--- src/rtl/pmid_pkg.sv ---
// Package with the register map, field layout and page codes of the identification bank
package pmid_pkg;

  // Byte offsets inside each feature page
  localparam logic [11:0] PRI_IDR_OFFSET   = 12'h048;  // Priority partitioning identification
  localparam logic [11:0] NRW_IDR_OFFSET   = 12'h050;  // Partition narrowing identification
  localparam logic [11:0] MSMON_IDR_OFFSET = 12'h080;  // Monitoring feature identification

  // Address layout: page select above a 4 KiB frame
  localparam int ADDR_W      = 14;                     // Byte address width
  localparam int PAGE_LSB    = 12;                     // First bit of the page select
  localparam int INST_W      = 4;                      // Resource instance field width
  localparam int NUM_INST    = 16;                     // Instances addressable by the field
  localparam int NUM_PAGES   = 4;                      // Security pages

  // Page codes carried in address bits [13:12]
  localparam logic [1:0] PAGE_S  = 2'h0;               // Secure page
  localparam logic [1:0] PAGE_NS = 2'h1;               // Non-secure page
  localparam logic [1:0] PAGE_RT = 2'h2;               // Root page
  localparam logic [1:0] PAGE_RL = 2'h3;               // Realm page

  // Field positions
  localparam int CSU_BIT     = 16;                     // Cache usage monitor present
  localparam int NRW_MAX_LSB = 0;                      // Largest internal partition, low bit
  localparam int NRW_MAX_W   = 16;                     // Largest internal partition, width

  // Reset value of the read data register
  localparam logic [31:0] RDATA_RESET = 32'h0000_0000;

  // Bus state machine, one-hot
  typedef enum logic [2:0] {
    ST_IDLE = 3'b001,                                  // Waiting for a request
    ST_LOOK = 3'b010,                                  // Instance table read in flight
    ST_DONE = 3'b100                                   // Answer on the outputs
  } pmid_state_e;

endpackage : pmid_pkg

--- src/rtl/pmid_inst_table.sv ---
// Small memory holding per-instance cache usage monitor presence, one bit per page
`timescale 1ns/1ps
module pmid_inst_table (
  input  wire logic                            clk,       // System clock
  input  wire logic                            nrst,      // Asynchronous reset, active low
  input  wire logic [pmid_pkg::NUM_INST*4-1:0] tableBits, // Static per-instance capability
  input  wire logic [pmid_pkg::INST_W-1:0]     rdInst,    // Instance to look up
  output logic      [3:0]                      rdData     // Registered lookup result
);

  // Registered read, one bit per security page
  always_ff @(posedge clk or negedge nrst) begin
    if (!nrst) begin
      rdData <= 4'h0;
    end else begin
      rdData <= tableBits[rdInst*4 +: 4];
    end
  end

endmodule : pmid_inst_table

--- src/rtl/pmid_page_decode.sv ---
// Page and offset decode of a register request into a one-hot register hit
`timescale 1ns/1ps
module pmid_page_decode (
  input  wire logic [pmid_pkg::ADDR_W-1:0] addr,      // Byte address of the request
  input  wire logic                        realmOn,   // Realm feature present
  output logic      [1:0]                  page,      // Security page of the request
  output logic                             pageOk,    // Page exists in this build
  output logic                             hitPri,    // Priority identification hit
  output logic                             hitNrw,    // Narrowing identification hit
  output logic                             hitMon     // Monitoring identification hit
);

  logic [11:0] offs;                                  // Offset within the frame

  // Split address, check the page and the offset
  always_comb begin
    offs   = addr[pmid_pkg::PAGE_LSB-1:0];
    page   = addr[pmid_pkg::ADDR_W-1:pmid_pkg::PAGE_LSB];
    // Root and realm pages hit registers only with the realm feature
    pageOk = (page == pmid_pkg::PAGE_S) || (page == pmid_pkg::PAGE_NS) || realmOn;
    hitPri = (offs == pmid_pkg::PRI_IDR_OFFSET);
    hitNrw = (offs == pmid_pkg::NRW_IDR_OFFSET);
    hitMon = (offs == pmid_pkg::MSMON_IDR_OFFSET);
  end

endmodule : pmid_page_decode

--- src/rtl/pmid_id_regs.sv ---
// Read-only identification registers of the partition monitor, four security pages
//
// Notes on behaviour
// - Cache usage monitor bit shows presence
// - That bit follows the selected resource instance
// - Four security feature pages provided
// - Separate register instance behind each page
// - Page instances may hold equal or differing values
// - Instance fields track selection, others stay constant
// - Monitor select instance field is ignored
// - Monitoring register at 0x80, read-only
// - Root and realm pages need realm feature
// - Each page reports its own largest partition
// - Narrowing value independent of selected instance
// - Largest partition in low sixteen bits
// - Narrowing register at 0x50, read-only
// - Priority register only when flag set
// - Priority instance fields follow the selection
// - Monitoring register only when flag set
`timescale 1ns/1ps
module pmid_id_regs #(
  parameter logic                            REALM_ON  = 1'b1,         // Realm feature
  parameter logic                            MON_ON    = 1'b1,         // Monitoring present
  parameter logic                            NRW_ON    = 1'b1,         // Narrowing present
  parameter logic                            PRI_ON    = 1'b1,         // Priority partitioning
  parameter logic                            RIS_ON    = 1'b1,         // Instance select present
  parameter logic [pmid_pkg::NUM_INST*4-1:0] CSU_TABLE = 64'h0000_f0f0_ffff_00ff, // Plain default
  parameter logic [63:0]                     NRW_MAX   = 64'h003f_001f_00ff_007f, // Per page
  parameter logic [pmid_pkg::NUM_INST*32-1:0] PRI_TABLE = '0              // Per instance value
) (
  input  wire logic                        clk,        // System clock
  input  wire logic                        nrst,       // Asynchronous reset, active low
  input  wire logic                        req,        // Register request strobe
  input  wire logic                        wr,         // Write when high, read when low
  input  wire logic [pmid_pkg::ADDR_W-1:0] addr,       // Byte address, page in top bits
  input  wire logic [31:0]                 wdata,      // Write data, discarded
  input  wire logic [pmid_pkg::INST_W-1:0] partSelInst,// Partition select instance field
  input  wire logic [pmid_pkg::INST_W-1:0] monSelInst, // Monitor select instance field
  output logic                             ack,        // One-cycle answer pulse
  output logic [31:0]                      rdata,      // Read data, held until next answer
  output logic                             busy        // Request in progress
);

  pmid_pkg::pmid_state_e state_r;                     // Bus state
  logic [1:0]            page;                        // Decoded page
  logic                  pageOk;                      // Page exists
  logic                  hitPri;                      // Offset hits
  logic                  hitNrw;
  logic                  hitMon;
  logic [1:0]            page_r;                      // Captured page
  logic [2:0]            hit_r;                       // Captured hits {pri, nrw, mon}
  logic                  rd_r;                        // Captured read flag
  logic [pmid_pkg::INST_W-1:0] inst_r;                // Captured instance
  logic [3:0]            csuBits;                     // Table lookup per page
  logic [31:0]           rdata_nxt;                   // Answer being formed

  // Register map of one 4 KiB feature page
  //   Page 0 secure, page 1 non-secure
  //   Page 2 root, page 3 realm
  //   Root and realm need the realm feature
  //
  // Priority identification, offset 0x48
  //   One word per resource instance
  //   Words come from PRI_TABLE
  //   Reads zero unless PRI_ON
  //
  // Narrowing identification, offset 0x50
  //   Bits 15:0 largest internal partition
  //   Bits 31:16 reserved, read zero
  //   One value per page, not per instance
  //   Reads zero unless NRW_ON
  //
  // Monitoring identification, offset 0x80
  //   Bit 16 cache usage monitor present
  //   Looked up per page and instance
  //   Other bits reserved, read zero
  //   Reads zero unless MON_ON
  //
  // Instance selection
  //   With RIS_ON the partition select field picks the row
  //   Without it every lookup uses row zero
  //   Monitor select field never alters an answer
  //
  // Access
  //   Every location is read-only
  //   Writes are answered and change nothing
  //   Unmapped offsets read zero
  //   Page and instance taken at the request edge
  //
  // Timing of one request
  //   Edge 0 request taken, table row read
  //   Edge 1 answer and ack registered
  //   Edge 2 ack seen high, then dropped
  //   Edge 3 busy low, next request taken
  //   Requests while busy are dropped

  // Page and offset decode
  pmid_page_decode uDec (
    .addr    (addr),
    .realmOn (REALM_ON),
    .page    (page),
    .pageOk  (pageOk),
    .hitPri  (hitPri),
    .hitNrw  (hitNrw),
    .hitMon  (hitMon)
  );

  // Per-instance capability lookup, latched at the request
  pmid_inst_table uTab (
    .clk       (clk),
    .nrst      (nrst),
    .tableBits (CSU_TABLE),
    .rdInst    (RIS_ON ? partSelInst : 4'h0),
    .rdData    (csuBits)
  );

  // Pick one field of a per-instance table
  function automatic logic [31:0] priWord(input logic [pmid_pkg::INST_W-1:0] i);
    priWord = PRI_TABLE[i*32 +: 32];
  endfunction : priWord

  // Request capture; writes are accepted and dropped
  always_ff @(posedge clk or negedge nrst) begin
    if (!nrst) begin
      page_r <= 2'h0;
      hit_r  <= 3'h0;
      rd_r   <= 1'b0;
      inst_r <= 4'h0;
    end else if (state_r == pmid_pkg::ST_IDLE && req) begin
      page_r <= page;
      hit_r  <= pageOk ? {hitPri, hitNrw, hitMon} : 3'h0;
      rd_r   <= !wr;
      inst_r <= RIS_ON ? partSelInst : 4'h0;
    end
  end

  // Bus sequence: idle, lookup, answer
  always_ff @(posedge clk or negedge nrst) begin
    if (!nrst) begin
      state_r <= pmid_pkg::ST_IDLE;
    end else begin
      case (state_r)
        pmid_pkg::ST_IDLE: state_r <= req ? pmid_pkg::ST_LOOK : pmid_pkg::ST_IDLE;
        pmid_pkg::ST_LOOK: state_r <= pmid_pkg::ST_DONE;
        pmid_pkg::ST_DONE: state_r <= pmid_pkg::ST_IDLE;
        default:           state_r <= pmid_pkg::ST_IDLE;
      endcase
    end
  end

  // Form the answer from the captured hit and page
  always_comb begin
    rdata_nxt = 32'h0;
    if (rd_r) begin
      if (hit_r[0] && MON_ON) begin
        // Separate bit per page, per instance
        rdata_nxt[pmid_pkg::CSU_BIT] = csuBits[page_r];
      end else if (hit_r[1] && NRW_ON) begin
        // Per-page value, upper bits zero
        rdata_nxt[pmid_pkg::NRW_MAX_LSB +: pmid_pkg::NRW_MAX_W] =
          NRW_MAX[page_r*16 +: 16];
      end else if (hit_r[2] && PRI_ON) begin
        rdata_nxt = priWord(inst_r);
      end
    end
  end

  // Outputs from flip-flops
  always_ff @(posedge clk or negedge nrst) begin
    if (!nrst) begin
      ack   <= 1'b0;
      rdata <= pmid_pkg::RDATA_RESET;
      busy  <= 1'b0;
    end else begin
      ack  <= (state_r == pmid_pkg::ST_LOOK);
      busy <= (state_r == pmid_pkg::ST_IDLE) ? req : (state_r == pmid_pkg::ST_LOOK);
      if (state_r == pmid_pkg::ST_LOOK) begin
        rdata <= rdata_nxt;
      end
    end
  end

  // Length of the present busy run, for the span bound
  logic [2:0] busyRun_r;                               // Saturating run counter

  // Count consecutive busy cycles, cleared when busy drops
  always_ff @(posedge clk or negedge nrst) begin
    if (!nrst) begin
      busyRun_r <= 3'h0;
    end else if (!busy) begin
      busyRun_r <= 3'h0;                               // Run over
    end else if (busyRun_r != 3'h7) begin
      busyRun_r <= busyRun_r + 3'h1;                   // Still busy
    end
  end
endmodule : pmid_id_regs

--- config.mk ---
export PLATFORM = sky130hd
export DESIGN_NAME = pmid_id_regs
export DESIGN_NICKNAME = d
export VERILOG_FILES = /design/src/rtl/pmid_pkg.sv /design/src/rtl/pmid_inst_table.sv /design/src/rtl/pmid_page_decode.sv /design/src/rtl/pmid_id_regs.sv
export SDC_FILE = /design/constraint.sdc
export NUM_CORES = 1
export LEC_CHECK = 0
export ABC_AREA = 1
export BUFFER_PORTS_ARGS = -buffer_cell sky130_fd_sc_hd__buf_2
export CAP_MARGIN = 15
export CORE_UTILIZATION = 47
export CTS_CLUSTER_SIZE = 12
export DETAILED_ROUTE_END_ITERATION = 10
export GPL_TIMING_DRIVEN = 1
export PLACE_DENSITY = 0.81
export SLEW_MARGIN = 15
export SYNTH_ARGS = -nofsm -noshare
export SYNTH_HDL_FRONTEND = slang
export SYNTH_HIERARCHICAL = 1
export SYNTH_SLANG_ARGS = --single-unit
export TNS_END_PERCENT = 50
--- constraint.sdc ---
create_clock -name clk -period 1.2 [get_ports clk]
set_input_delay 0.24 -clock clk [delete_from_list [all_inputs] [get_ports clk]]
set_output_delay 0.24 -clock clk [all_outputs]
set_load 0.03 [all_outputs]
==> results of run 1 <==
==> worst paths after layout <==
| check | startpoint | endpoint | slack (ns) |
|---|---|---|---|
| min in group asynchronous | nrst | rd_r$_DFFE_PN0P_ | 0.45 |
| min reg2reg | rdata[6]$_DFFE_PN0N_ | rdata[6]$_DFFE_PN0N_ | 0.47 |
| min | wr | rd_r$_DFFE_PN0P_ | 0.17 |
| max reg2reg | state_r[0]$_DFF_PN1_ | rdata[5]$_DFFE_PN0N_ | 0.16 |
| max | rdata[4]$_DFFE_PN0N_ | rdata[3] | 0.08 |
| max in group asynchronous | nrst | state_r[0]$_DFF_PN1_ | 0.44 |
==> registers in the layout, indices dropped and copies added, names as in the netlist <==
name         cells
uTab/rdData      4
ack              1
hit_r            2
rdata            5
busy             1
page_r           2
state_r          2
rd_r             1
==> cell type report <==
class	instances	area, um^2	area share
Sequential cell	18	451.7	0.2013
Inverter	70	274.0	0.1221
Timing Repair Buffer	41	230.2	0.1026
Clock buffer	4	55.05	0.02454
Multi-Input combinational cell	274	1172	0.5226
Tap cell	48	60.06	0.02677
==> layer usage <==
layer / wire length (um) / up-vias / share of wire / track usage
met5: 0 / - / 0 / 0
met4: 25 / 0 / 0.0072 / 0.04891
met3: 152 / 3 / 0.044 / 0.01215
met2: 1791 / 49 / 0.51 / 0.3518
met1: 1508 / 727 / 0.43 / 0.2103
li1: - / 998 / - / -
==> timing repair <==
item | in CTS | in global routing
hold buffers | 1 | 0
hold endpoints to repair | 17 | 0
gates resized for setup | 0 | 0
==> stage by stage <==
| stage | cells | worst slack [ns] | utilization | power (mW) | instance area (um^2) |
|---|---|---|---|---|---|
| final | 455 | 0.07655 | 0.5949 | 2.123 | 2243 |
| after global routing | 455 | 0.03304 | 0.5949 | 2.298 | 2243 |
| after CTS | 455 | 0.06533 | 0.5949 | 2.134 | 2243 |
| after detailed placement | 450 | 0.04796 | 0.5776 | 1.642 | 2178 |
| after global placement | 450 | 0.06548 | 0.5776 | 1.614 | 2178 |
| after floorplan | 402 | 0.1684 | - | 1.537 | 2216 |
==> power by group through the flow <==
stage	logic [mW]	clock network [mW]	registers, mW
after floorplan	0.661	0	0.877
after global placement	0.780	0	0.834
after detailed placement	0.800	0	0.842
after CTS	0.804	0.499	0.830
after global routing	0.921	0.533	0.844
final	0.804	0.487	0.831
==> summary.md, run 1 <==
| Metric | Value |
|---|---|
| CTS Buf Count | 3 |
| Crit path DAT | slightly below 0.9 ns |
| Critical-path cell list | buf_2 |
| DR DRC count | 0 |
| Final Hold Vio Count | 0 |
| Psw | around 0.85 mW |
| Pint | between 1 and 1.5 mW |
| Reg2Reg Depth | 5 |
| Chip width | approximately 65 um |
| Crit path max fanout | 6 |
| Clock share of power | 0.230 |
| ANT nets after route | 0 |
| RSZ-0062 raised after global routing | no |
| Crit. End Element | primary output |
| Fill count | about 400 |
| Worst-path clk slew | ~0.060 ns |
| Clk root buf | clkbuf_8 |
| Vias in the first global route | between 1500 and 2000 |
| Minimum clock period | roughly 1.1 ns |
| Skew final | about 0.00052 ns |
| Synth warn | 6 |
| Crit Path Category | reg2out |
| CTS tree | yes |
| Post-DP HPWL | 2728 um |
| Fin Hold WS | around 0.17 ns |
| Via density | around 3.9 |
| Power Density | approximately 950 nW/um^2 |
| CP top delay family | flip-flops |
| # rows | 22 |
| Core Area | roughly 3800 um^2 |
| Clk sinks | 18 |
| Via count | roughly 1800 |
| Placer Congestion | 0.8079 |
| Synth-to-Final Area Change | 18.51% |
| Layout cells sized above 1 | 0.1548 |
| Die H | 65.47 um |
| Fmax | 890.1 MHz |
| Die area | ~4300 um^2 |
| Sequential power share | 0.391 |
| Avg WL per Cell | roughly 7.6 um |
| Crit-path slowest cell | dfrtp_1 |
| Post-Syn Area | ~1900 um^2 |
| Syn avg cell area | approximately 6 um^2 |
| Global route overflow | 0 |
| Crit. path cell count | 1 |
| IO Port Bufs | 32 |
| Max IR drop VDD | 479.1 uV |
| GRT Util Overall | 0.1814 |
| Final WL | between 3000 and 4000 um |
| Max-cap violations | 0 |
| Period Utilization, post-route | 0.9362 |
| Critical Path Max Stage Delay | roughly 0.41 ns |
| Run status | finished, final reports clean |
| Starting Density | 0.5020 |
| Startpoint Class | flip-flop |
| Required @ worst endpoint | approximately 0.96 ns |
| First-pass DRT Iterations | 5 |
| Initial antenna violation count | 0 |
| Most common cell after layout, fill and taps aside | nand2_1 |
| Worst hold path type | in2reg |
| Clock Latency Late Sink | ~0.25 ns |
| Final net count | between 400 and 500 |
| Final-report max-slew violation count | 0 |
| Hold Path Depth | 2 |
| Largest net degree at the start of global routing | 30 |
| Commonest non-fill, non-tap cells in the layout | nand2_1, conb_1, inv_1, nand3_1, buf_2 |
| H-tree levels | 1 |
| Combinational fraction of design power | 0.379 |
| # IOs | roughly 90 |
| Sw frac | 0.3992 |
| Worst Path Buf+Inv | 1 |
| Setup Buffers After CTS | 0 |
| Max clock buf depth | 2 |
| # setup viols final | 0 |
| DR iter-0 viols | 35 |
| Cells after Synth | approximately 320 |
| Post-Route Setup TNS | 0 ns |
| Leak | ~1.5 nW |
| # diodes | 0 |
| First-pass GRT wire length | around 6200 um |
Note: power is estimated with default switching activity, not from simulation.
==> run 2: changes to the inputs <==
ABC_AREA = default   (was 1)
CORE_UTILIZATION = 44   (was 47)
==> summary.md, run 2 <==
| Metric | Value |
|---|---|
| Run status | finished, violations left (was finished, final reports clean) |
| Failing checks | setup timing |
| Max clock buf depth | 2 (unchanged) |
| Syn avg cell area | 11.99 um^2 (was 5.991 um^2) |
| DR iter-0 viols | 48 (was 35) |
| Max-cap violations | 0 (unchanged) |
| GRT Util Overall | 0.1462 (was 0.1814) |
| Fill count | 293 (was 403) |
| Synth warn | 6 (unchanged) |
| CTS tree | yes (unchanged) |
| Critical Path Max Stage Delay | 0.41 ns (about the same) |
| Largest reg by FF count | rdata (unchanged) |
| Leak | 1.003 nW (was 1.466 nW) |
| Worst hold path type | in2reg (unchanged) |
| Clock Latency Late Sink | 0.29 ns (was 0.25 ns) |
| H-tree levels | 1 (unchanged) |
| Regs by FF count | rdata (5), uTab/rdData (4) (unchanged) |
| Cells after Synth | 125 (was 316) |
| CTS Buf Count | 3 (unchanged) |
| Crit Path Category | reg2reg (was reg2out) |
| Largest net degree at the start of global routing | 19 (was 30) |
| Commonest non-fill, non-tap cells in the layout | conb_1, buf_2, dfrtp_1, mux4_1, nand3_1 (was nand2_1, conb_1, inv_1, nand3_1, buf_2) |
| Worst-path clk slew | 0.10 ns (was 0.06 ns) |
| Clk root buf | clkbuf_4 (was clkbuf_8) |
| Initial antenna violation count | 0 (unchanged) |
| Psw | 0.6857 mW (was 0.8473 mW) |
| Final-report max-slew violation count | 0 (unchanged) |
| Hold_sp | wr (unchanged) |
| Sequential power share | 0.406 (was 0.391) |
| Avg WL per Cell | 9.392 um (was 7.644 um) |
| Core Area | 3153 um^2 (was 3771 um^2) |
| Most common cell after layout, fill and taps aside | conb_1 (was nand2_1) |
| Pint | 1.306 mW (was 1.275 mW) |
| First-pass GRT wire length | 3926 um (was 6182 um) |
| Vias in the first global route | 1002 (was 1509) |
| Die H | 60.37 um (was 65.47 um) |
| Required @ worst endpoint | 1.38 ns (was 0.96 ns) |
| Worst setup startpoint | ack$_DFF_PN0_ (was rdata[4]$_DFFE_PN0N_) |
| Final Hold Vio Count | 0 (unchanged) |
| Final WL | 2470 um (was 3478 um) |
| # setup viols final | 11 (was 0) |
| IO Port Bufs | 32 (unchanged) |
| Via count | 1093 (was 1777) |
| Tot Pwr | 1.992 mW (was 2.123 mW) |
| Startpoint Class | flip-flop (unchanged) |
| Global route overflow | 0 (unchanged) |
| Crit path max fanout | 3 (was 6) |
| Sw frac | 0.3443 (was 0.3992) |
| # rows | 20 (was 22) |
| Via density | 4.156 (was 3.905) |
| Crit-path slowest cell | dfrtp_2 (was dfrtp_1) |
| DR DRC count | 0 (unchanged) |
| Post-Syn Area | 1499 um^2 (was 1893 um^2) |
| Placer Congestion | 0.7284 (was 0.8079) |
| Number of flip-flops in the largest register | 5 (unchanged) |
| Crit. End Element | flip-flop (was primary output) |
| Skew final | 0.002016 ns (was 0.0005204 ns) |
| Combinational fraction of design power | 0.412 (was 0.379) |
| Critical-path cell list | buf_4, and4bb_2, mux2_4 (was buf_2) |
| Crit path DAT | 1.49 ns (was 0.88 ns) |
| Finished Cell Area | 1892 um^2 (was 2243 um^2) |
| Final net count | 278 (was 466) |
| Fin Hold WS | 0.1129 ns (was 0.1732 ns) |
| Reg2reg start | ack$_DFF_PN0_ (was state_r[0]$_DFF_PN1_) |
| First-pass DRT Iterations | 4 (was 5) |
| # IOs | 92 (unchanged) |
| Placed cell areas | 1805 um^2 (was 2178 um^2) |
| Post-Route Setup TNS | -0.3483 ns (was 0 ns) |
| Starting Density | 0.4754 (was 0.5020) |
| Clock share of power | 0.182 (was 0.230) |
| # diodes | 0 (unchanged) |
| Period Utilization, post-route | 1.088 (was 0.9362) |
| Layout cells sized above 1 | 0.2648 (was 0.1548) |
| Die area | 3644 um^2 (was 4286 um^2) |
| Power Density | 1053 nW/um^2 (was 946.2 nW/um^2) |
| RSZ-0062 raised after global routing | yes (was no) |
| Max IR drop VDD | 407.0 uV (was 479.1 uV) |
| Synth-to-Final Area Change | 26.21% (was 18.51%) |
| Fmax | 765.6 MHz (was 890.1 MHz) |
| ANT nets after route | 0 (unchanged) |
| Post-DP HPWL | 2049 um (was 2728 um) |
| Reg2Reg Depth | 3 (was 5) |
| Hold Path Depth | 2 (unchanged) |
| Clk sinks | 18 (unchanged) |
| Chip width | 60.37 um (was 65.47 um) |
| Worst setup margin | -0.1062 ns (was 0.07655 ns) |
| Minimum clock period | 1.306 ns (was 1.123 ns) |
[run 2: power groups by stage]
stage	Clock, mW	Sequential [mW]	Combinational, mW
6_report	0.362	0.809	0.821
5_1_grt	0.399	0.830	0.900
4_1_cts	0.373	0.811	0.757
3_5_place_dp	0	0.824	0.719
3_3_place_gp	0	0.811	0.709
2_1_floorplan	0	0.868	0.590
[run 2: worst paths after layout]
path / endpoint / slack (ns)
max in group asynchronous: state_r[0]$_DFF_PN1_ / 0.49
min: rd_r$_DFFE_PN0P_ / 0.11
max reg2reg: page_r[0]$_DFFE_PN0P_ / -0.11
min in group asynchronous: rdata[16]$_DFFE_PN0N_ / 0.40
min reg2reg: rdata[16]$_DFFE_PN0N_ / 0.50
max: page_r[0]$_DFFE_PN0P_ / -0.11
[run 2: cell type report]
| cell class | count | area [um^2] | share of cell area |
|---|---|---|---|
| timing repair buffer | 39 | 225.2 | 0.1190 |
| inverter | 5 | 18.77 | 0.009921 |
| clock buffer | 4 | 36.28 | 0.01918 |
| tap | 44 | 55.05 | 0.02910 |
| sequential | 18 | 452.9 | 0.2394 |
| multi-input combinational | 153 | 1104 | 0.5833 |
[run 2: what timing repair did]
action,4_1_cts,5_1_grt
cloned,0,1
endpoints found under the hold margin,17,0
resized for setup,3,10
endpoints found under the setup margin,12,18
setup buffers,0,0
pin swaps,3,4
hold buffers,1,0
[run 2: stage by stage]
stage	utilization	cells	worst slack, ns
after floorplan	-	211	-0.1517
after global placement	0.5726	257	-0.1463
after detailed placement	0.5726	257	-0.1567
after CTS	0.5905	262	-0.06828
after global routing	0.6000	263	-0.1285
final	0.6000	263	-0.1062
[run 2: critical path: cells and delay by family, from the launching register on]
kind,cells,cell delay [ns]
muxes,1,0.31
DFF,1,0.41
buffers and inverters,1,0.13
and+or+nand+nor,1,0.34
[run 2: routing by layer]
layer / up-vias / part of all wire / track usage
met1: 518 / 0.35 / 0.1377
met2: 24 / 0.61 / 0.3155
li1: 548 / - / -
met3: 3 / 0.032 / 0.01279
met4: 0 / 0.011 / 0.04983
met5: - / 0 / 0
==> run 3: changes to the inputs <==
SKIP_LAST_GASP = 1   (was default)
==> summary.md, run 3 (synthesized netlist as in run 2, its figures left out) <==
| Metric | Value |
|---|---|
| Die area | 3644 um^2 (unchanged) |
| Commonest non-fill, non-tap cells in the layout | conb_1, buf_2, dfrtp_1, mux4_1, nand3_1 (unchanged) |
| Avg WL per Cell | 9.430 um (was 9.392 um) |
| Fmax | 765.1 MHz (was 765.6 MHz) |
| Max clock buf depth | 2 (unchanged) |
| Final Hold Vio Count | 0 (unchanged) |
| Global route overflow | 0 (unchanged) |
| Post-Route Setup TNS | -0.3482 ns (was -0.3483 ns) |
| Layout cells sized above 1 | 0.2648 (unchanged) |
| CTS tree | yes (unchanged) |
| Power Density | 1053 nW/um^2 (about the same) |
| Crit path max fanout | 3 (unchanged) |
| Chip width | 60.37 um (unchanged) |
| Crit. End Element | flip-flop (unchanged) |
| Regs by FF count | rdata (5), uTab/rdData (4) (unchanged) |
| Final WL | 2480 um (was 2470 um) |
| IO Port Bufs | 32 (unchanged) |
| Failing checks | setup timing (unchanged) |
| Clk sinks | 18 (unchanged) |
| First-pass GRT wire length | 3926 um (unchanged) |
| ANT nets after route | 0 (unchanged) |
| Worst hold path type | in2reg (unchanged) |
| Most common cell after layout, fill and taps aside | conb_1 (unchanged) |
| Largest net degree at the start of global routing | 19 (unchanged) |
| Required @ worst endpoint | 1.38 ns (about the same) |
| Worst setup margin | -0.1070 ns (was -0.1062 ns) |
| Max-cap violations | 0 (unchanged) |
| Placer Congestion | 0.7284 (unchanged) |
| Clock Latency Late Sink | 0.29 ns (about the same) |
| First-pass DRT Iterations | 4 (unchanged) |
| Die H | 60.37 um (unchanged) |
| Leak | 1.003 nW (unchanged) |
| Synth-to-Final Area Change | 26.21% (unchanged) |
| # setup viols final | 11 (unchanged) |
| H-tree levels | 1 (unchanged) |
| Number of flip-flops in the largest register | 5 (unchanged) |
| Via density | 4.144 (was 4.156) |
| Core Area | 3153 um^2 (unchanged) |
| Max IR drop VDD | 407.2 uV (was 407.0 uV) |
| Inst Count DP | 257 (unchanged) |
| Clk root buf | clkbuf_4 (unchanged) |
| Final-report max-slew violation count | 0 (unchanged) |
| Crit Path Category | reg2reg (unchanged) |
| # rows | 20 (unchanged) |
| Setup Buffers After CTS | 0 (unchanged) |
| Crit path DAT | 1.49 ns (about the same) |
| Final net count | 278 (unchanged) |
| Run status | finished, violations left (unchanged) |
| Starting Density | 0.4754 (unchanged) |
| # IOs | 92 (unchanged) |
| CTS Buf Count | 3 (unchanged) |
| RSZ-0062 raised after global routing | yes (unchanged) |
| GRT Util Overall | 0.1462 (unchanged) |
| Final Non-Filler Cells | 263 (unchanged) |
| Skew final | 0.002149 ns (was 0.002016 ns) |
| # diodes | 0 (unchanged) |
| Startpoint Class | flip-flop (unchanged) |
| DR DRC count | 0 (unchanged) |
| Period Utilization, post-route | 1.089 (was 1.088) |
| Post-DP HPWL | 2049 um (unchanged) |
| Vias in the first global route | 1002 (unchanged) |
| Worst-path clk slew | 0.10 ns (about the same) |
| DR iter-0 viols | 48 (unchanged) |
| Initial antenna violation count | 0 (unchanged) |
| Via count | 1090 (was 1093) |
| Fill count | 293 (unchanged) |
| Minimum clock period | 1.307 ns (was 1.306 ns) |
| Largest reg by FF count | rdata (unchanged) |
[run 3: cell counts in the layout (fill, tap and decap cells not counted)]
No cell type changed its count.
[run 3: through the flow]
step	cell area (um^2)	total power, mW	util	setup WS, ns	hold slack (ns)
global route	1892	2.129	0.6000	-0.1285	0.1064
floorplan	1836	1.458	-	-0.1517	-0.05559
global placement	1805	1.520	0.5726	-0.1463	0.1755
finish	1892	1.993	0.6000	-0.1070	0.1130
detailed placement	1805	1.543	0.5726	-0.1567	0.1787
CTS	1862	1.941	0.5905	-0.06828	0.1151
[run 3: final timing paths]
kind | slack, ns | depth (start not counted) | start | end
min in group asynchronous | 0.40 | 2 | nrst | rdata[16]$_DFFE_PN0N_
max | -0.11 | 3 | ack$_DFF_PN0_ | page_r[0]$_DFFE_PN0P_
min reg2reg | 0.50 | 2 | rdata[16]$_DFFE_PN0N_ | rdata[16]$_DFFE_PN0N_
max in group asynchronous | 0.49 | 2 | nrst | state_r[0]$_DFF_PN1_
max reg2reg | -0.11 | 3 | ack$_DFF_PN0_ | page_r[0]$_DFFE_PN0P_
min | 0.11 | 2 | wr | rd_r$_DFFE_PN0P_
[run 3: worst max-delay path, cell delays in order (launching register included)]
cell      delay [ns]
dfrtp_2         0.41
buf_4           0.13
and4bb_2        0.34
mux2_4          0.31
[run 3: final cells by class]
| cell class | count | area [um^2] | share of cell area |
|---|---|---|---|
| clock buffers | 4 | 36.28 | 0.01918 |
| inverters | 5 | 18.77 | 0.009921 |
| multi-input cells | 153 | 1104 | 0.5833 |
| flip-flops and latches | 18 | 452.9 | 0.2394 |
| well taps | 44 | 55.05 | 0.02910 |
| repair buffers | 39 | 225.2 | 0.1190 |
[run 3: timing repair]
item | CTS | global route
gates cloned | 0 | 1
pin swaps | 3 | 4
setup endpoints to repair | 12 | 18
gates resized for setup | 3 | 10
hold buffers | 1 | 0
endpoints found under the hold margin | 17 | 0
[run 3: routing by layer]
layer	up-vias	routed length, um	part of all wire	track usage
met5	-	0	0	0
met4	0	27	0.011	0.04983
met3	3	78	0.031	0.01279
met2	24	1515	0.61	0.3155
met1	515	858	0.35	0.1377
li1	548	-	-	-
[run 3: where the power goes]
| part | leakage [nW] | switching (mW) | internal, mW |
|---|---|---|---|
| logic | 0.753 | 0.441 | 0.380 |
| registers | 0.229 | 0.0690 | 0.741 |
| clock network | 0.0210 | 0.177 | 0.185 |
